**src/pkg/sciqs_pkg.sv**
```systemverilog
// constants, carriers and state codes for the receive status and data block
package sciqs_pkg;
  // register offsets on the internal data bus
  localparam logic [7:0] DATA_OFS = 8'h18;
  localparam logic [7:0] CTRL2_OFS = 8'h19;
  localparam logic [7:0] CTRL3_OFS = 8'h1a;
  localparam logic [7:0] STAT1_OFS = 8'h1b;
  localparam logic [7:0] STAT2_OFS = 8'h1c;
  // second control register: interrupt enables
  localparam int unsigned C2_TXE_IE = 7;
  localparam int unsigned C2_TC_IE = 6;
  localparam int unsigned C2_RXF_IE = 5;
  localparam int unsigned C2_IDLE_IE = 4;
  // third control register
  localparam int unsigned C3_R8 = 7;
  localparam int unsigned C3_T8 = 6;
  localparam int unsigned C3_OVR_IE = 3;
  localparam int unsigned C3_NOISE_IE = 2;
  localparam int unsigned C3_FRM_IE = 1;
  localparam int unsigned C3_PAR_IE = 0;
  // primary status bit positions
  localparam int unsigned S1_TXE = 7;
  localparam int unsigned S1_TC = 6;
  localparam int unsigned S1_RXF = 5;
  localparam int unsigned S1_IDLE = 4;
  localparam int unsigned S1_OVR = 3;
  localparam int unsigned S1_NOISE = 2;
  localparam int unsigned S1_FRM = 1;
  localparam int unsigned S1_PAR = 0;
  // secondary status bit positions
  localparam int unsigned S2_BRK = 1;
  localparam int unsigned S2_RPF = 0;
  // clearable flag indices
  localparam int unsigned FI_TXE = 0;
  localparam int unsigned FI_RXF = 1;
  localparam int unsigned FI_IDLE = 2;
  localparam int unsigned FI_OVR = 3;
  localparam int unsigned FI_NOISE = 4;
  localparam int unsigned FI_FRM = 5;
  localparam int unsigned FI_PAR = 6;
  localparam int unsigned FI_BRK = 7;
  localparam int unsigned NFLAG = 8;
  // reset values
  localparam logic [3:0] CTRL_IE_RST = 4'h0;
  localparam logic TC_RST = 1'b1;
  localparam logic TXE_RST = 1'b1;
  localparam logic FLAG_RST = 1'b0;
  // longest start lag, in half transmitter clock periods (1.5 periods)
  localparam int unsigned TX_LAG_HALVES = 3;
  localparam int unsigned TX_LAG_TICKS = TX_LAG_HALVES / 2;

  typedef struct packed {
    logic [7:0] addr;
    logic rd;
    logic wr;
    logic [7:0] wdata;
  } sciqs_bus_s;

  typedef struct packed {
    logic done;
    logic [8:0] data;
    logic noise;
    logic stop_bit;
    logic parity_bad;
  } sciqs_rx_s;

  typedef enum logic [1:0] {
    LN_IDLE = 2'b00,
    LN_WAIT = 2'b01,
    LN_FIRE = 2'b11
  } sciqs_launch_e;
endpackage
```
**src/hdl/sciqs_core.sv**
```systemverilog
// receive status, fault flags, interrupt requests and data buffer
//
// Overview of operation
// - overrun drives the error request only while overrun_irq_enable is set.
// - noise and framing enables reset low and gate their flags' error requests.
// - parity_fault_irq_enable resets low; when set the parity flag requests.
// - empty flag sets on buffer-to-shifter move, reset sets; status read then write clears.
// - complete flag set while empty and idle; reset sets; queueing clears it.
// - a queued transmission starts within one and a half transmitter clocks.
// - full flag sets on character transfer; status read then data read clears.
// - idle flag sets on idle line; idle enable requests; read pair clears.
// - idle may set only after a received character since enable or clear.
// - overrun sets when a character lands on a full buffer; new byte dropped.
// - data read clears overrun only if the prior status read saw it.
// - noise flag sets on line noise; gated by its enable; read pair clears.
// - framing flag sets on a zero stop bit; gated; read pair clears.
// - parity flag sets on a failed parity check; gated; read pair clears.
// - break sets break, framing and full flags; clears ninth bit in 9-bit mode.
// - break flag clears by second status read then data read; rearms on ones.
// - in-progress flag sets on zero in first slot; clears on false start or idle.
// - ninth received bit captured with the byte; mirrors bit seven in 8-bit mode.
module sciqs_core (
  input wire logic clk_sys_i,              // module clock
  input wire logic rst_i,                  // sync reset
  input wire sciqs_pkg::sciqs_bus_s bus_i, // cpu access
  output logic [7:0] rdata_o,              // read data, valid after rd
  input wire sciqs_pkg::sciqs_rx_s rx_i,   // character from the shifter
  input wire logic char9_i,                // 9-bit characters
  input wire logic rx_enable_i,            // receiver enabled
  input wire logic rx_pin_i,               // rx_input_pin level
  input wire logic break_i,                // break character seen
  input wire logic idle_i,                 // idle character seen
  input wire logic first_slot_zero_i,      // zero in first_sample_slot
  input wire logic false_start_i,          // false start bit
  input wire logic tx_load_i,              // buffer moved to tx shifter
  input wire logic tx_busy_i,              // data, preamble or break on line
  input wire logic tx_queue_i,             // something queued to send
  input wire logic tx_tick_i,              // transmitter clock tick
  output logic tx_start_o,                 // start transmission pulse
  output logic [7:0] tx_data_o,            // byte to transmit
  output logic tx_ninth_o,                 // ninth bit to transmit
  output logic tx_irq_o,                   // transmitter request
  output logic rx_irq_o,                   // receiver request
  output logic err_irq_o,                  // error request
  output logic rx_in_progress_o            // reception underway
);
  ////////////////////////////////////////////////////////////////////////
  // bus decode
  logic stat_rd;
  logic stat2_rd;
  logic data_rd;
  logic data_wr;
  logic ctrl2_wr;
  logic ctrl3_wr;

  always_comb begin
    stat_rd = 1'b0;
    stat2_rd = 1'b0;
    data_rd = 1'b0;
    data_wr = 1'b0;
    ctrl2_wr = 1'b0;
    ctrl3_wr = 1'b0;
    if (bus_i.addr == sciqs_pkg::DATA_OFS) begin
      data_rd = bus_i.rd;
      data_wr = bus_i.wr;
    end else if (bus_i.addr == sciqs_pkg::CTRL2_OFS) begin
      ctrl2_wr = bus_i.wr;
    end else if (bus_i.addr == sciqs_pkg::CTRL3_OFS) begin
      ctrl3_wr = bus_i.wr;
    end else if (bus_i.addr == sciqs_pkg::STAT1_OFS) begin
      stat_rd = bus_i.rd;
    end else if (bus_i.addr == sciqs_pkg::STAT2_OFS) begin
      stat2_rd = bus_i.rd;
    end
  end

  ////////////////////////////////////////////////////////////////////////
  // control registers
  logic [3:0] ie2;
  logic [3:0] ie3;
  logic [3:0] next_ie2;
  logic [3:0] next_ie3;

  always_comb begin
    next_ie2 = ie2;
    next_ie3 = ie3;
    if (ctrl2_wr) begin
      next_ie2 = bus_i.wdata[sciqs_pkg::C2_TXE_IE -: 4];
    end
    if (ctrl3_wr) begin
      next_ie3 = bus_i.wdata[sciqs_pkg::C3_OVR_IE:sciqs_pkg::C3_PAR_IE];
    end
  end

  always_ff @(posedge clk_sys_i) begin
    if (rst_i) begin
      ie2 <= sciqs_pkg::CTRL_IE_RST;
      ie3 <= sciqs_pkg::CTRL_IE_RST;
    end else begin
      ie2 <= next_ie2;
      ie3 <= next_ie3;
    end
  end

  logic txe_ie;
  logic tc_ie;
  logic rxf_ie;
  logic idle_ie;
  assign txe_ie = ie2[3];
  assign tc_ie = ie2[2];
  assign rxf_ie = ie2[1];
  assign idle_ie = ie2[0];

  ////////////////////////////////////////////////////////////////////////
  // clearable flags
  logic accept;
  logic ovr;
  logic brk_hit;
  logic brk_rearm;
  logic next_brk_rearm;
  logic idle_allow;
  logic next_idle_allow;
  logic next_flag_idle;
  logic [sciqs_pkg::NFLAG-1:0] flag_set;
  logic [sciqs_pkg::NFLAG-1:0] flag_arm;
  logic [sciqs_pkg::NFLAG-1:0] flag_clr;
  logic [sciqs_pkg::NFLAG-1:0] flags;
  logic [sciqs_pkg::NFLAG-1:0] armed;

  assign accept = rx_i.done && !flags[sciqs_pkg::FI_RXF];
  assign ovr = rx_i.done && flags[sciqs_pkg::FI_RXF];
  // a break that stays on the line is reported once
  assign brk_hit = break_i && brk_rearm;

  always_comb begin
    flag_set[sciqs_pkg::FI_TXE] = tx_load_i;
    flag_set[sciqs_pkg::FI_RXF] = accept || brk_hit;
    flag_set[sciqs_pkg::FI_IDLE] = idle_i && idle_allow;
    flag_set[sciqs_pkg::FI_OVR] = ovr;
    flag_set[sciqs_pkg::FI_NOISE] = rx_i.done && rx_i.noise;
    flag_set[sciqs_pkg::FI_FRM] = (rx_i.done && !rx_i.stop_bit) || brk_hit;
    flag_set[sciqs_pkg::FI_PAR] = rx_i.done && rx_i.parity_bad;
    flag_set[sciqs_pkg::FI_BRK] = brk_hit;
    flag_arm = {sciqs_pkg::NFLAG{stat_rd}};
    flag_arm[sciqs_pkg::FI_BRK] = stat2_rd;
    flag_clr = {sciqs_pkg::NFLAG{data_rd}};
    flag_clr[sciqs_pkg::FI_TXE] = data_wr;
  end

  generate
    for (genvar i = 0; i < sciqs_pkg::NFLAG; i++) begin : g_flag
      sciqs_flag #(
        .RST_VAL(i == sciqs_pkg::FI_TXE ? sciqs_pkg::TXE_RST : sciqs_pkg::FLAG_RST)
      ) u_flag (
        .clk_sys_i(clk_sys_i),
        .rst_i(rst_i),
        .set_i(flag_set[i]),
        .arm_i(flag_arm[i]),
        .clr_i(flag_clr[i]),
        .flag_o(flags[i]),
        .armed_o(armed[i])
      );
    end
  endgenerate

  always_comb begin
    next_brk_rearm = brk_rearm;
    if (rx_pin_i) begin
      next_brk_rearm = 1'b1;
    end else if (brk_hit) begin
      next_brk_rearm = 1'b0;
    end
    next_idle_allow = idle_allow;
    // cleared when the idle flag drops or the receiver is off
    if (!rx_enable_i || (flags[sciqs_pkg::FI_IDLE] && !next_flag_idle)) begin
      next_idle_allow = 1'b0;
    end
    if (rx_enable_i && accept) begin
      next_idle_allow = 1'b1;
    end
  end

  assign next_flag_idle = flag_set[sciqs_pkg::FI_IDLE] ||
    !(flag_clr[sciqs_pkg::FI_IDLE] && armed[sciqs_pkg::FI_IDLE]);

  always_ff @(posedge clk_sys_i) begin
    if (rst_i) begin
      brk_rearm <= 1'b1;
      idle_allow <= 1'b0;
    end else begin
      brk_rearm <= next_brk_rearm;
      idle_allow <= next_idle_allow;
    end
  end

  ////////////////////////////////////////////////////////////////////////
  // transmit complete and reception in progress
  logic tc;
  logic next_tc;
  logic next_rpf;

  always_comb begin
    next_tc = tc;
    if (tx_queue_i) begin
      next_tc = 1'b0;
    end else if (flags[sciqs_pkg::FI_TXE] && !tx_busy_i) begin
      next_tc = 1'b1;
    end
    next_rpf = rx_in_progress_o;
    if (first_slot_zero_i) begin
      next_rpf = 1'b1;
    end else if (false_start_i || idle_i) begin
      next_rpf = 1'b0;
    end
  end

  always_ff @(posedge clk_sys_i) begin
    if (rst_i) begin
      tc <= sciqs_pkg::TC_RST;
      rx_in_progress_o <= 1'b0;
    end else begin
      tc <= next_tc;
      rx_in_progress_o <= next_rpf;
    end
  end

  sciqs_launch u_launch (
    .clk_sys_i(clk_sys_i),
    .rst_i(rst_i),
    .queue_i(tx_queue_i),
    .tick_i(tx_tick_i),
    .start_o(tx_start_o)
  );

  ////////////////////////////////////////////////////////////////////////
  // data buffers, untouched by reset
  logic [7:0] rx_buf;
  logic r8;
  logic [7:0] next_rx_buf;
  logic next_r8;
  logic [7:0] next_tx_buf;
  logic next_t8;

  always_comb begin
    next_rx_buf = rx_buf;
    next_r8 = r8;
    next_tx_buf = tx_data_o;
    next_t8 = tx_ninth_o;
    if (brk_hit) begin
      next_rx_buf = 8'h00;
      if (char9_i) begin
        next_r8 = 1'b0;
      end
    end else if (accept) begin
      next_rx_buf = rx_i.data[7:0];
      next_r8 = char9_i ? rx_i.data[8] : rx_i.data[7];
    end
    if (data_wr) begin
      next_tx_buf = bus_i.wdata;
    end
    if (ctrl3_wr) begin
      next_t8 = bus_i.wdata[sciqs_pkg::C3_T8];
    end
  end

  always_ff @(posedge clk_sys_i) begin
    rx_buf <= next_rx_buf;
    r8 <= next_r8;
    tx_data_o <= next_tx_buf;
    tx_ninth_o <= next_t8;
  end

  ////////////////////////////////////////////////////////////////////////
  // read mux and requests
  logic [7:0] next_rdata;

  always_comb begin
    next_rdata = rdata_o;
    if (bus_i.rd) begin
      next_rdata = 8'h00;
      if (bus_i.addr == sciqs_pkg::DATA_OFS) begin
        next_rdata = rx_buf;
      end else if (bus_i.addr == sciqs_pkg::CTRL2_OFS) begin
        next_rdata = {ie2, 4'h0};
      end else if (bus_i.addr == sciqs_pkg::CTRL3_OFS) begin
        next_rdata = {r8, tx_ninth_o, 2'h0, ie3};
      end else if (bus_i.addr == sciqs_pkg::STAT1_OFS) begin
        next_rdata = {flags[sciqs_pkg::FI_TXE], tc, flags[sciqs_pkg::FI_RXF],
          flags[sciqs_pkg::FI_IDLE], flags[sciqs_pkg::FI_OVR],
          flags[sciqs_pkg::FI_NOISE], flags[sciqs_pkg::FI_FRM],
          flags[sciqs_pkg::FI_PAR]};
      end else if (bus_i.addr == sciqs_pkg::STAT2_OFS) begin
        next_rdata = {6'h00, flags[sciqs_pkg::FI_BRK], rx_in_progress_o};
      end
    end
  end

  always_ff @(posedge clk_sys_i) begin
    if (rst_i) begin
      rdata_o <= 8'h00;
    end else begin
      rdata_o <= next_rdata;
    end
  end

  // break has no request of its own
  assign err_irq_o = (flags[sciqs_pkg::FI_OVR] && ie3[sciqs_pkg::C3_OVR_IE]) ||
    (flags[sciqs_pkg::FI_NOISE] && ie3[sciqs_pkg::C3_NOISE_IE]) ||
    (flags[sciqs_pkg::FI_FRM] && ie3[sciqs_pkg::C3_FRM_IE]) ||
    (flags[sciqs_pkg::FI_PAR] && ie3[sciqs_pkg::C3_PAR_IE]);
  assign rx_irq_o = (flags[sciqs_pkg::FI_RXF] && rxf_ie) ||
    (flags[sciqs_pkg::FI_IDLE] && idle_ie);
  assign tx_irq_o = (flags[sciqs_pkg::FI_TXE] && txe_ie) || (tc && tc_ie);
endmodule

```
**src/hdl/sciqs_flag.sv**
```systemverilog
// one clearable status flag with its read-then-access clearing sequence
module sciqs_flag #(
  parameter logic RST_VAL = 1'b0
) (
  input wire logic clk_sys_i, // module clock
  input wire logic rst_i,     // sync reset
  input wire logic set_i,     // hardware event
  input wire logic arm_i,     // status register read
  input wire logic clr_i,     // data register access
  output logic flag_o,        // flag value
  output logic armed_o        // status read saw flag set
);
  logic next_flag;
  logic next_armed;

  always_comb begin
    next_armed = armed_o;
    if (arm_i) begin
      next_armed = flag_o;
    end
    next_flag = flag_o;
    if (clr_i && armed_o) begin
      next_flag = 1'b0;
      next_armed = 1'b0;
    end
    // an event in the clearing cycle is kept
    if (set_i) begin
      next_flag = 1'b1;
    end
  end

  always_ff @(posedge clk_sys_i) begin
    if (rst_i) begin
      flag_o <= RST_VAL;
      armed_o <= 1'b0;
    end else begin
      flag_o <= next_flag;
      armed_o <= next_armed;
    end
  end
endmodule

```
**src/hdl/sciqs_launch.sv**
```systemverilog
// starts a queued transmission on the next transmitter clock tick
module sciqs_launch (
  input wire logic clk_sys_i, // module clock
  input wire logic rst_i,     // sync reset
  input wire logic queue_i,   // data, preamble or break queued
  input wire logic tick_i,    // transmitter clock tick
  output logic start_o        // one-cycle start pulse
);
  sciqs_pkg::sciqs_launch_e state;
  sciqs_pkg::sciqs_launch_e next_state;
  logic [1:0] ticks_seen;
  logic [1:0] next_ticks_seen;

  always_comb begin
    next_state = state;
    next_ticks_seen = ticks_seen;
    case (state)
      sciqs_pkg::LN_IDLE: begin
        next_ticks_seen = 2'h0;
        if (queue_i) begin
          next_state = sciqs_pkg::LN_WAIT;
        end
      end
      sciqs_pkg::LN_WAIT: begin
        // first tick after queueing is always inside the lag limit
        if (tick_i) begin
          next_state = sciqs_pkg::LN_FIRE;
          next_ticks_seen = ticks_seen + 2'h1;
        end
      end
      sciqs_pkg::LN_FIRE: begin
        next_state = queue_i ? sciqs_pkg::LN_WAIT : sciqs_pkg::LN_IDLE;
        next_ticks_seen = 2'h0;
      end
      default: begin
        next_state = sciqs_pkg::LN_IDLE;
      end
    endcase
  end

  always_ff @(posedge clk_sys_i) begin
    if (rst_i) begin
      state <= sciqs_pkg::LN_IDLE;
      ticks_seen <= 2'h0;
    end else begin
      state <= next_state;
      ticks_seen <= next_ticks_seen;
    end
  end

  assign start_o = (state == sciqs_pkg::LN_FIRE);
endmodule

```
**config.mk**
```make
export PLATFORM = sky130hd
export DESIGN_NAME = sciqs_core
export DESIGN_NICKNAME = d
export VERILOG_FILES = /design/src/pkg/sciqs_pkg.sv /design/src/hdl/sciqs_core.sv /design/src/hdl/sciqs_flag.sv /design/src/hdl/sciqs_launch.sv
export SDC_FILE = /design/constraint.sdc
export NUM_CORES = 1
export LEC_CHECK = 0
export ABC_AREA = 1
export BUFFER_PORTS_ARGS = -buffer_cell sky130_fd_sc_hd__buf_4
export CAP_MARGIN = 25
export CORE_ASPECT_RATIO = 0.7
export CORE_MARGIN = 2
export CORE_UTILIZATION = 25
export CTS_BUF_LIST = sky130_fd_sc_hd__clkbuf_2
export DETAILED_ROUTE_END_ITERATION = 12
export HOLD_SLACK_MARGIN = 0.1
export PLACE_DENSITY = 0.55
export SYNTH_ARGS = -nofsm -noshare
export SYNTH_HDL_FRONTEND = slang
export SYNTH_SLANG_ARGS = --single-unit
```
**constraint.sdc**
```tcl
create_clock -name clk_sys_i -period 1.35 [get_ports clk_sys_i]
set_input_delay 0.0675 -clock clk_sys_i [delete_from_list [all_inputs] [get_ports clk_sys_i]]
set_output_delay 0.0675 -clock clk_sys_i [all_outputs]
set_load 0.005 [all_outputs]
```
## Yosys cells after proc, flatten, opt, wreduce, memory -nomap -nowiden

Cells that the tools add are included.

| word-level totals | value |
|---|---|
| bits in registers | 56 |
| input bits | 44 |
| logic and storage cells | 153 |

| operators by class | value |
|---|---|
| equal/unequal tests | 10 |
| multiplexer cells | 49 |
| reductions and logical operators | 66 |

Operator list:

| kind | count |
|---|---|
| 1-bit two-way mux | 41 |
| 8-bit by 5-bit equality test with 1-bit output (second input constant) | 5 |
| 8-bit two-way mux | 4 |
| 1-bit logical AND | 26 |
| 2-bit nonzero test | 11 |
| 2-bit OR reduction | 10 |
| 1-bit logical OR | 10 |
| 1-bit zero test | 6 |
| 2-bit two-way mux | 3 |
| 2-bit != test (second input constant) | 3 |
| 2-bit one-hot mux with 3 select lines | 1 |
| 2-bit AND reduction | 2 |
| 2-bit by 1-bit equality test with 1-bit output (second input constant) | 1 |
| 2-bit equality test (second input constant) | 1 |
| 2-bit zero test | 1 |

## Logic depth before layout (Yosys ltp)

Gate-level depths: netlist of run 1.

| depth | value |
|---|---|
| depth in word-level cells | 10 |
| gate-level depth with buffers | 9 |

## By module

From an unflattened synthesis of run 1, not the netlist that was laid out.

| second synthesis, totals | value |
|---|---|
| cell total of the unflattened synthesis | 389 |
| area, all modules | 2,680.1 µm² |

By module, submodules not included:

| module | instances | cells each | area each (µm²) |
|---|---|---|---|
| sciqs_core | 1 | 256 | 1,856.8 |
| sciqs_flag (g_flag[1].u_flag ...) | 7 | 15 | 92.6 |
| sciqs_flag (g_flag[0].u_flag) | 1 | 15 | 91.3 |
| sciqs_launch | 1 | 13 | 83.8 |

## Worst setup path before layout of run 1

No wires, ideal clock.

| timing path | value |
|---|---|
| kind | input -> register |
| from | in bus_i[10] (netlist name) |
| to | reg g_flag[0].u_flag.armed_o |
| library setup time | 0.122 ns |
| arrival | 1.310 ns |
| required time | 1.228 ns |
| setup slack | -0.081 ns |
| cell stages on the path | 6 |
| buffers on the path | 0 |
| cells stage by stage | nor2_1 > nand3_1 > nor3b_1 > nand2_1 > nand2_1 > a21oi_1 |

| between the ends | value |
|---|---|
| longest elaborated chain between the ends | 5 |
| elaborated cells between the ends (all ways) | 11 |
| those cells by class | eq/ne: 4; mux: 5; reduce/logical: 2 |

Ends and longest elaborated chain:

| item | line | source |
|---|---|---|
| start: declaration | sciqs_core.sv:25 | `input wire sciqs_pkg::sciqs_bus_s bus_i,` |
| 8-bit by 5-bit equality test with 1-bit output | sciqs_core.sv:70 | `end else if (bus_i.addr == sciqs_pkg::STAT1_OFS) begin` |
| 1-bit two-way mux | sciqs_core.sv:70 |  |
| 1-bit two-way mux | sciqs_core.sv:68 | `end else if (bus_i.addr == sciqs_pkg::CTRL3_OFS) begin` |
| 1-bit two-way mux | sciqs_core.sv:66 | `end else if (bus_i.addr == sciqs_pkg::CTRL2_OFS) begin` |
| 1-bit two-way mux | sciqs_core.sv:63 | `if (bus_i.addr == sciqs_pkg::DATA_OFS) begin` |
| end signal: assignment | sciqs_flag.sv:38 | `armed_o <= next_armed;` |
| end: declaration | sciqs_flag.sv:11 | `output logic armed_o` |

Parallel ways exist; a longest one is shown, timed or not.
A chain may end at the register's enable or synchronous reset.

## Final worst setup path of run 1

| timing path | value |
|---|---|
| from | reg g_flag[5].u_flag.flag_o |
| to | out err_irq_o |

| between the ends | value |
|---|---|
| longest elaborated chain between the ends | 3 |

Ends and longest elaborated chain:

| item | line | source |
|---|---|---|
| start: declaration | sciqs_flag.sv:10 | `output logic flag_o,` |
| start signal: assignment | sciqs_flag.sv:37 | `flag_o <= next_flag;` |
| 1-bit logical AND | sciqs_core.sv:309 | `(flags[sciqs_pkg::FI_FRM] && ie3[sciqs_pkg::C3_FRM_IE]) \|\|` |
| 1-bit logical OR | sciqs_core.sv:308 | `(flags[sciqs_pkg::FI_NOISE] && ie3[sciqs_pkg::C3_NOISE_IE]) \|\|` |
| 1-bit logical OR | sciqs_core.sv:309 |  |
| end: declaration | sciqs_core.sv:44 | `output logic err_irq_o,` |

Every way passes these cells.

==> reports/qor.csv, run 1 <==
stage,metric,value,unit
status,status,finished clean,
drt,Via density,4.49,
drt,Avg WL per Cell,13.1,microns
grt,vias in the first global route,2570,
logic_synthesis,synthesized area per cell,7.71,sq um
power_and_ir_drop,Int Pwr,2340,uW
logic_synthesis,synthesized cell area,2540,sq um
sta,Tcrit/Tclk final,0.952,
sta,final slew viol count,0,
logic_synthesis,Mapped Nets,373,
logic_synthesis,Seq cells post-synth,56,
power_and_ir_drop,Sw Share,0.257,
grt,GR peak layer,met2,
sta,RSZ-0062 raised after global routing,yes,
grt,GRT met2 Usage,0.232,
logic_synthesis,largest area contributor in the netlist,dfxtp_1,
drt,DR iter-0 viols,121,
grt,global route overflow,0,
grt,initial antenna violation count,0,
clock_network,CTS buffer count,5,
placement,routability congestion estimate,0.822,
setup_path,R2R cell count,3,
cells_and_area,post-layout util,0.398,
power_and_ir_drop,total power draw,3140,uW
floorplan,Placeable Area,9800,sq um
sta,final setup vio count,0,
cells_and_area,fraction of layout cells with a size suffix above 1,0.267,
setup_path,critical path class,reg -> out,
drt,Pre-antenna DRT Iters,4,
setup_path,Reg2Reg Launch Point,ie3[1],
hold_path,min-delay worst type,in -> reg,
power_and_ir_drop,clock group share of total power,0.280,
cells_and_area,Layout area overhead,53.8,%
cells_and_area,multi-input logic area,1140,sq um
setup_path,Setup crit start kind,flop,
floorplan,IO Pins,66,
power_and_ir_drop,Pleak,0.00167,uW
logic_synthesis,YS warnings,0,
placement,PortBufs,65,
sta,count of final hold-check violations,0,
sta,TNS Setup,0,ns
clock_network,Clock Root Buffer,clkbuf_2,
logic_synthesis,register area share after synthesis,0.481,
sta,worst-margin pin slew,0.530,ns
grt,met1 GRT Util,0.196,
setup_path,reg2reg end,ie3[1],
power_and_ir_drop,Peak VDD IR,550,uV
cells_and_area,nets,504,
grt,largest net degree at the start of global routing,21,
sta,Slew headroom,0.645,
setup_path,CP required,1.28,ns
floorplan,die area,11000,sq um
setup_path,CP Max Fanout,3,
grt,all-layer global routing usage,0.144,
power_and_ir_drop,power density cells,805,nW/um^2
drt,"antenna viol nets, final",0,
logic_synthesis,area share of the largest cell type after synthesis,0.363,
power_and_ir_drop,fraction of power consumed by sequential logic,0.575,
floorplan,starting density of the core,0.259,
setup_path,crit path to,err_irq_o,
sta,post-layout min period,1.29,ns
clock_network,Clock transition at path regs,0.31,ns
grt,first-pass GRT wire length,12.5,mm
grt,met3 GRT Util,0.0320,
setup_path,Critical Path End Type,output port,
cells_and_area,Antenna Diode Count,0,
drt,total wire length,7.72,mm
setup_path,R2R setup slack,0.14,ns
sta,skew final,0.0428,ns
power_and_ir_drop,combinational power share,0.145,
setup_path,"Arr. time, crit path",1.22,ns
floorplan,die height,88.3,microns
clock_network,clk_lat worst skew,0.48,ns
logic_synthesis,Post-Syn Instances,329,
clock_network,CTS tree,yes,
clock_network,clock sink total,56,
job,Max Cap Viol,0,
setup_path,Setup crit start,g_flag[5].u_flag.flag_o,
floorplan,row count,30,
drt,Vias,2646,
cells_and_area,fillers,989,
clock_network,H-tree levels,2,
power_and_ir_drop,sw power,806,uW
clock_network,Max Buffers Root-to-Sink,2,
drt,detailed-route DRC error count,0,
sta,achievable clock frequency,0.778,GHz
logic_synthesis,library cells used by synthesis,25,
cells_and_area,flip-flop and latch area,1250,sq um
placement,DP HPWL,5.60,mm
floorplan,Die Width,124,microns
logic_synthesis,Area contributors post-synth,"dfxtp_1, edfxtp_1, nand2_1",
==> flip-flops by register name, indices dropped and copies added (netlist names) <==
register and flops:
tx_ninth_o 1, u_launch.state 2, g_flag.u_flag.flag_o 8, ie2 4, rx_buf 8, idle_allow 1
tx_data_o 8, ie3 4, brk_rearm 1, rx_in_progress_o 1, g_flag.u_flag.armed_o 8, tc 1
r8 1, rdata_o 8
==> final cells by class <==
type | count | area share
flip-flops and latches | 56 | 0.320
repair buffers | 135 | 0.299
multi-input cells | 232 | 0.292
well taps | 128 | 0.0410
inverters | 30 | 0.0301
clock inverters | 2 | 0.00994
clock buffers | 6 | 0.00769
==> how the worst min path moves through the flow <==
stage	startpoint	to	slack, ns	depth (start not counted)
6_report	bus_i[14]	g_flag[7].u_flag.armed_o	0.13	6
5_1_grt	bus_i[14]	g_flag[7].u_flag.armed_o	0.11	6
4_1_cts	bus_i[14]	g_flag[7].u_flag.armed_o	0.10	6
3_5_place_dp	tx_load_i	g_flag[0].u_flag.flag_o	0.25	3
3_3_place_gp	rx_pin_i	brk_rearm	0.25	3
2_1_floorplan	rx_pin_i	brk_rearm	0.16	2
==> power groups by stage <==
| stage | clock network (uW) | logic, uW | registers [uW] |
|---|---|---|---|
| finish | 880 | 455 | 1810 |
| global route | 978 | 504 | 1820 |
| CTS | 906 | 449 | 1810 |
| detailed placement | 0 | 343 | 1840 |
| global placement | 0 | 337 | 1830 |
| floorplan | 0 | 165 | 1820 |
==> cells in the mapped netlist <==
master / instances
nand2_4: 3
nor3b_1: 2
buf_12: 1
nor2_8: 1
edfxtp_1: 10
buf_2: 2
o21ai_0: 24
a21oi_2: 1
and2_2: 1
buf_8: 1
nand2_1: 73
clkbuf_1: 6
nand3_1: 39
buf_6: 1
nor2_1: 40
inv_1: 28
nor2_4: 5
clkinv_1: 1
nor2_2: 1
nand4_1: 4
dfxtp_1: 46
o31ai_1: 1
clkinv_4: 1
a21oi_1: 34
nand3_2: 3
==> routing by layer <==
layer	vias up	part of all wire
met4	0	0.017
met5	-	0
met1	1229	0.49
met2	60	0.45
met3	14	0.048
li1	1343	-
==> placed cells by master, fill, tap and decap left out, drive strengths merged <==
cell type	Yosys	routed
dlygate4sd3	0	57
bufinv	0	1
inv	28	29
o21ai	24	24
nand3	42	42
dfxtp	46	46
clkbuf	6	6
o31ai	1	1
clkinv	2	2
a21oi	35	35
and2	1	1
nor3b	2	2
buf	5	78
nand2	76	76
edfxtp	10	10
nor2	47	47
nand4	4	4
==> critical path, cell delays in order, from the launching register on <==
cell and delay, ns:
dfxtp_4 0.43, nand2_2 0.06, nand4_1 0.11, buf_4 0.16
==> logic make-up after synthesis <==
family / after synthesis / share of synthesized area
and+or+nand+nor: 172 / 0.321
AOI/OAI and AO/OA: 60 / 0.121
DFF: 56 / 0.481
buffers and inverters: 41 / 0.0774
==> per-stage QoR <==
step | cell area, sq um | hold WS [ns] | cells | setup slack [ns]
floorplan | 2540 | 0.156 | 329 | 0.211
global placement | 3200 | 0.248 | 521 | 0.0433
detailed placement | 3200 | 0.249 | 521 | -0.0213
CTS | 3840 | 0.101 | 585 | 0.000756
global route | 3900 | 0.111 | 589 | -0.0303
finish | 3900 | 0.128 | 589 | 0.0642
==> what timing repair did <==
item | in CTS | in global routing
buffers inserted | 0 | 4
hold buffers | 57 | 1
hold endpoints to repair | 51 | 1
gates resized for setup | 10 | 16
pin swaps | 0 | 3
endpoints found under the setup margin | 3 | 4
Power figures use the tool's default switching activity.
==> run 2: changes to the inputs <==
--- a/config.mk
+++ b/config.mk
@@ -15,6 +15,7 @@
 export DETAILED_ROUTE_END_ITERATION = 12
 export HOLD_SLACK_MARGIN = 0.1
 export PLACE_DENSITY = 0.55
+export RECOVER_POWER = 100
 export SYNTH_ARGS = -nofsm -noshare
 export SYNTH_HDL_FRONTEND = slang
 export SYNTH_SLANG_ARGS = --single-unit
==> reports/qor.csv, run 2 (synthesis results as in run 1) <==
stage,metric,value,unit
hold_path,hold depth,6,
setup_path,Critical Path End Type,output port,
setup_path,"Largest stage delay, worst path",0.43,ns
drt,Vias,2647,
cells_and_area,fraction of layout cells with a size suffix above 1,0.245,
cells_and_area,non-filler instance count after layout,589,
setup_path,crit-path cells,"nand2_2, nand4_1, buf_4",
cells_and_area,Antenna Diode Count,0,
cells_and_area,most frequent cells in the layout,"nand2_1, dlygate4sd3_1, buf_4",
drt,DR iter-0 viols,113,
clock_network,Max Buffers Root-to-Sink,2,
clock_network,CTS tree,yes,
placement,DP HPWL,5.60,mm
power_and_ir_drop,Int Pwr,2320,uW
setup_path,R2R cell count,3,
drt,detailed-route DRC error count,0,
power_and_ir_drop,total power draw,3130,uW
clock_network,H-tree levels,2,
placement,PortBufs,65,
floorplan,Die Width,124,microns
power_and_ir_drop,power density cells,812,nW/um^2
grt,initial antenna violation count,0,
floorplan,starting density of the core,0.259,
sta,final slew viol count,0,
grt,global route overflow,0,
floorplan,row count,30,
job,Max Cap Viol,0,
setup_path,Setup crit start kind,flop,
power_and_ir_drop,sw power,807,uW
floorplan,Placeable Area,9800,sq um
clock_network,clock sink total,56,
grt,all-layer global routing usage,0.144,
clock_network,Clock transition at path regs,0.31,ns
drt,Avg WL per Cell,13.0,microns
grt,first-pass GRT wire length,12.5,mm
sta,TNS Setup,0,ns
cells_and_area,fillers,997,
sta,Tcrit/Tclk final,0.953,
drt,Pre-antenna DRT Iters,4,
sta,Slew headroom,0.642,
clock_network,CTS buffer count,5,
cells_and_area,nets,504,
power_and_ir_drop,Peak VDD IR,548,uV
floorplan,die area,11000,sq um
power_and_ir_drop,clock group share of total power,0.283,
sta,final setup vio count,0,
floorplan,die height,88.3,microns
setup_path,"Arr. time, crit path",1.22,ns
placement,Area after DPL,3200,sq um
sta,skew final,0.0344,ns
power_and_ir_drop,combinational power share,0.140,
setup_path,CP top delay family,flip-flops,
sta,post-layout min period,1.29,ns
power_and_ir_drop,fraction of power consumed by sequential logic,0.577,
placement,routability congestion estimate,0.822,
grt,vias in the first global route,2570,
clock_network,clk_lat worst skew,0.48,ns
setup_path,critical path class,reg -> out,
cells_and_area,Layout area overhead,52.0,%
cells_and_area,Final Instance Area,3860,sq um
drt,Via density,4.49,
sta,count of final hold-check violations,0,
setup_path,CP Max Fanout,3,
sta,RSZ-0062 raised after global routing,yes,
cells_and_area,flip-flop and latch area,1250,sq um
setup_path,CP required,1.28,ns
drt,"antenna viol nets, final",0,
status,status,finished clean,
hold_path,min-delay worst type,in -> reg,
grt,largest net degree at the start of global routing,21,
placement,DP Cell Count,521,
clock_network,Clock Root Buffer,clkbuf_2,
power_and_ir_drop,Sw Share,0.258,
sta,achievable clock frequency,0.778,GHz
setup_path,critical path depth in cells,3,
drt,total wire length,7.63,mm
floorplan,IO Pins,66,
sta,worst-margin pin slew,0.535,ns
cells_and_area,"commonest non-fill, non-tap cell in the layout",nand2_1,
setup_path,slowest cell on the critical path,dfxtp_4,
setup_path,worst path bufs/invs,1,
cells_and_area,multi-input logic area,1130,sq um
power_and_ir_drop,Pleak,0.00163,uW
run 2: changes by cell type in the layout (fill, tap and decap cells not counted):
cell      before  now
clkbuf_2       6    8
clkbuf_4       0   18
clkbuf_1       0    9
buf_4         77   48
nor2_1        40   41
nor2_4         5    4
run 2: path summary, 6_finish.rpt:
path,from,end,slack [ns]
hold / removal,bus_i[14],g_flag[7].u_flag.armed_o,0.13
setup / recovery,g_flag[5].u_flag.flag_o,err_irq_o,0.06
hold reg to reg,rx_buf[6],rx_buf[6],0.47
setup reg to reg,ie3[1],ie3[1],0.14
run 2: layer usage:
metal  track usage  part of all wire
met2         0.232              0.44
met3        0.0320             0.054
met5             0                 0
met4        0.0419             0.017
met1         0.196              0.49
run 2: worst register-to-register path: stages (launching register included):
cell	delay, ns
dfxtp_1	0.44
nand2_1	0.07
a21oi_1	0.13
dlygate4sd3_1	0.55
run 2: layout make-up:
cell class              instances  share of cell area
clock buffers                   6             0.00778
clock inverters                 2              0.0101
inverters                      30              0.0305
multi-input cells             232               0.294
flip-flops and latches         56               0.324
well taps                     128              0.0415
repair buffers                135               0.293
run 2: what timing repair did:
action	CTS	global route
hold buffers	57	1
cloned	0	0
gates resized for setup	10	16
pin swaps	0	3
buffers inserted	0	4
endpoints found under the setup margin	3	4
hold endpoints to repair	51	1
run 2: power groups by stage:
stage	sequential (uW)	clock, uW	combinational (uW)
CTS	1810	906	449
finish	1810	885	440
global route	1820	978	489
global placement	1830	0	337
floorplan	1820	0	165
detailed placement	1840	0	343
run 2: metrics by stage:
stage,setup slack (ns),utilization,hold WS (ns)
2_1_floorplan,0.211,-,0.156
3_3_place_gp,0.0433,0.327,0.248
3_5_place_dp,-0.0213,0.327,0.249
4_1_cts,0.000756,0.392,0.101
5_1_grt,-0.0303,0.394,0.111
6_report,0.0639,0.394,0.128
==> run 3: changes to the inputs <==
==> constraint.sdc (replaced) <==
create_clock -name clk_sys_i -period 1.35 [get_ports clk_sys_i]
set_input_delay 0.0675 -clock clk_sys_i [delete_from_list [all_inputs] [get_ports clk_sys_i]]
set_output_delay 0.0675 -clock clk_sys_i [all_outputs]
set_load 0.05 [all_outputs]
==> reports/qor.csv, run 3 (synthesis results as in run 1) <==
stage,metric,value,unit
drt,total wire length,7.46,mm
clock_network,clk_lat worst skew,0.46,ns
cells_and_area,fraction of layout cells with a size suffix above 1,0.281,
grt,all-layer global routing usage,0.135,
floorplan,die height,88.3,microns
job,Max Cap Viol,0,
sta,RSZ-0062 raised after global routing,yes,
drt,Pre-antenna DRT Iters,4,
setup_path,CP Max Fanout,4,
drt,Avg WL per Cell,12.8,microns
cells_and_area,"commonest non-fill, non-tap cell in the layout",nand2_1,
grt,largest net degree at the start of global routing,23,
setup_path,slowest cell on the critical path,dfxtp_4,
setup_path,worst path bufs/invs,1,
floorplan,IO Pins,66,
power_and_ir_drop,Pleak,0.00161,uW
sta,Slew headroom,0.644,
sta,skew final,0.0133,ns
cells_and_area,Layout area overhead,51.6,%
power_and_ir_drop,Peak VDD IR,306,uV
placement,routability congestion estimate,0.811,
grt,first-pass GRT wire length,11.8,mm
grt,initial antenna violation count,0,
grt,global route overflow,0,
setup_path,"Largest stage delay, worst path",0.44,ns
clock_network,CTS tree,yes,
drt,Via density,4.48,
sta,achievable clock frequency,0.732,GHz
placement,DP HPWL,5.44,mm
sta,final setup margin,-0.0166,ns
sta,final setup vio count,1,
floorplan,starting density of the core,0.259,
setup_path,Critical Path End Type,output port,
sta,count of final hold-check violations,0,
drt,Vias,2616,
floorplan,Placeable Area,9800,sq um
status,failing checks,negative setup slack,
placement,PortBufs,65,
setup_path,"Arr. time, crit path",1.30,ns
drt,DR iter-0 viols,96,
floorplan,row count,30,
sta,post-layout min period,1.37,ns
status,status,"complete, but fails checks",
clock_network,Clock transition at path regs,0.29,ns
setup_path,critical path class,reg -> out,
floorplan,die area,11000,sq um
setup_path,Setup crit start kind,flop,
setup_path,crit-path cells,"nand2_2, nand4_1, buf_6",
power_and_ir_drop,power density cells,775,nW/um^2
clock_network,Clock Root Buffer,clkbuf_2,
cells_and_area,Antenna Diode Count,0,
placement,Place WS,0.0769,ns
drt,detailed-route DRC error count,0,
clock_network,clock sink total,56,
cells_and_area,nets,499,
drt,"antenna viol nets, final",0,
setup_path,CP required,1.28,ns
floorplan,Die Width,124,microns
placement,DP Cell Count,520,
clock_network,H-tree levels,2,
cells_and_area,post-layout util,0.393,
sta,Tcrit/Tclk final,1.01,
sta,final slew viol count,0,
sta,worst-margin pin slew,0.533,ns
clock_network,CTS buffer count,5,
hold_path,min-delay worst type,in -> reg,
cells_and_area,most frequent cells in the layout,"nand2_1, buf_4, dlygate4sd3_1",
grt,vias in the first global route,2498,
setup_path,CP top delay family,flip-flops,
cells_and_area,non-filler instance count after layout,584,
clock_network,Max Buffers Root-to-Sink,2,
==> run 3: path summary, 6_finish.rpt <==
| path | startpoint | to | slack [ns] | cells past startpoint |
|---|---|---|---|---|
| worst max-delay path | g_flag[5].u_flag.flag_o | err_irq_o | -0.02 | 3 |
| worst min-delay path | bus_i[14] | g_flag[7].u_flag.armed_o | 0.15 | 6 |
| worst max register to register | g_flag[0].u_flag.flag_o | tc | 0.11 | 5 |
| worst min register to register | ie2[0] | ie2[0] | 0.48 | 2 |
==> run 3: power breakdown <==
| group | switching (uW) | leakage, uW | internal, uW | total (uW) |
|---|---|---|---|---|
| Combinational | 225 | 0.00110 | 253 | 478 |
| Clock | 554 | 0.0000338 | 137 | 691 |
| Sequential | 50.2 | 0.000471 | 1760 | 1810 |
==> run 3: routing by layer <==
layer  vias to the layer above  share of wire  track usage
met5                         -              0            0
li1                       1335              -            -
met4                         0          0.014       0.0347
met2                        63           0.45        0.230
met1                      1205           0.49        0.179
met3                        13          0.047       0.0284
==> run 3: metrics by stage <==
stage	hold WS [ns]	area [sq um]	setup TNS, ns	power, uW
3_5_place_dp	0.252	3200	0	2200
2_1_floorplan	0.156	2540	0	2000
5_1_grt	0.187	3850	-0.224	3120
6_report	0.145	3850	-0.0166	2980
3_3_place_gp	0.248	3200	0	2190
4_1_cts	0.116	3760	-0.0477	3010
==> run 3: worst min-delay path, stage by stage <==
cell,delay [ns]
buf_4,0.11
inv_1,0.04
nor2_1,0.03
nand3_1,0.13
o31ai_1,0.09
a21oi_1,0.12
==> run 3: repair_timing <==
item,in CTS,in global routing
endpoints found under the hold margin,51,0
gates cloned,0,2
hold buffers,45,0
setup buffers,3,7
gates resized for setup,20,15
endpoints found under the setup margin,3,20
pin swaps,3,5
==> run 3: cell type report <==
type | count | area, sq um
Clock inverter | 3 | 21.3
Timing Repair Buffer | 129 | 1120
Clock buffer | 5 | 25.0
Sequential cell | 56 | 1250
Inverter | 30 | 121
Multi-Input combinational cell | 233 | 1150
Fill cell | 1022 | 5950
Tap cell | 128 | 160
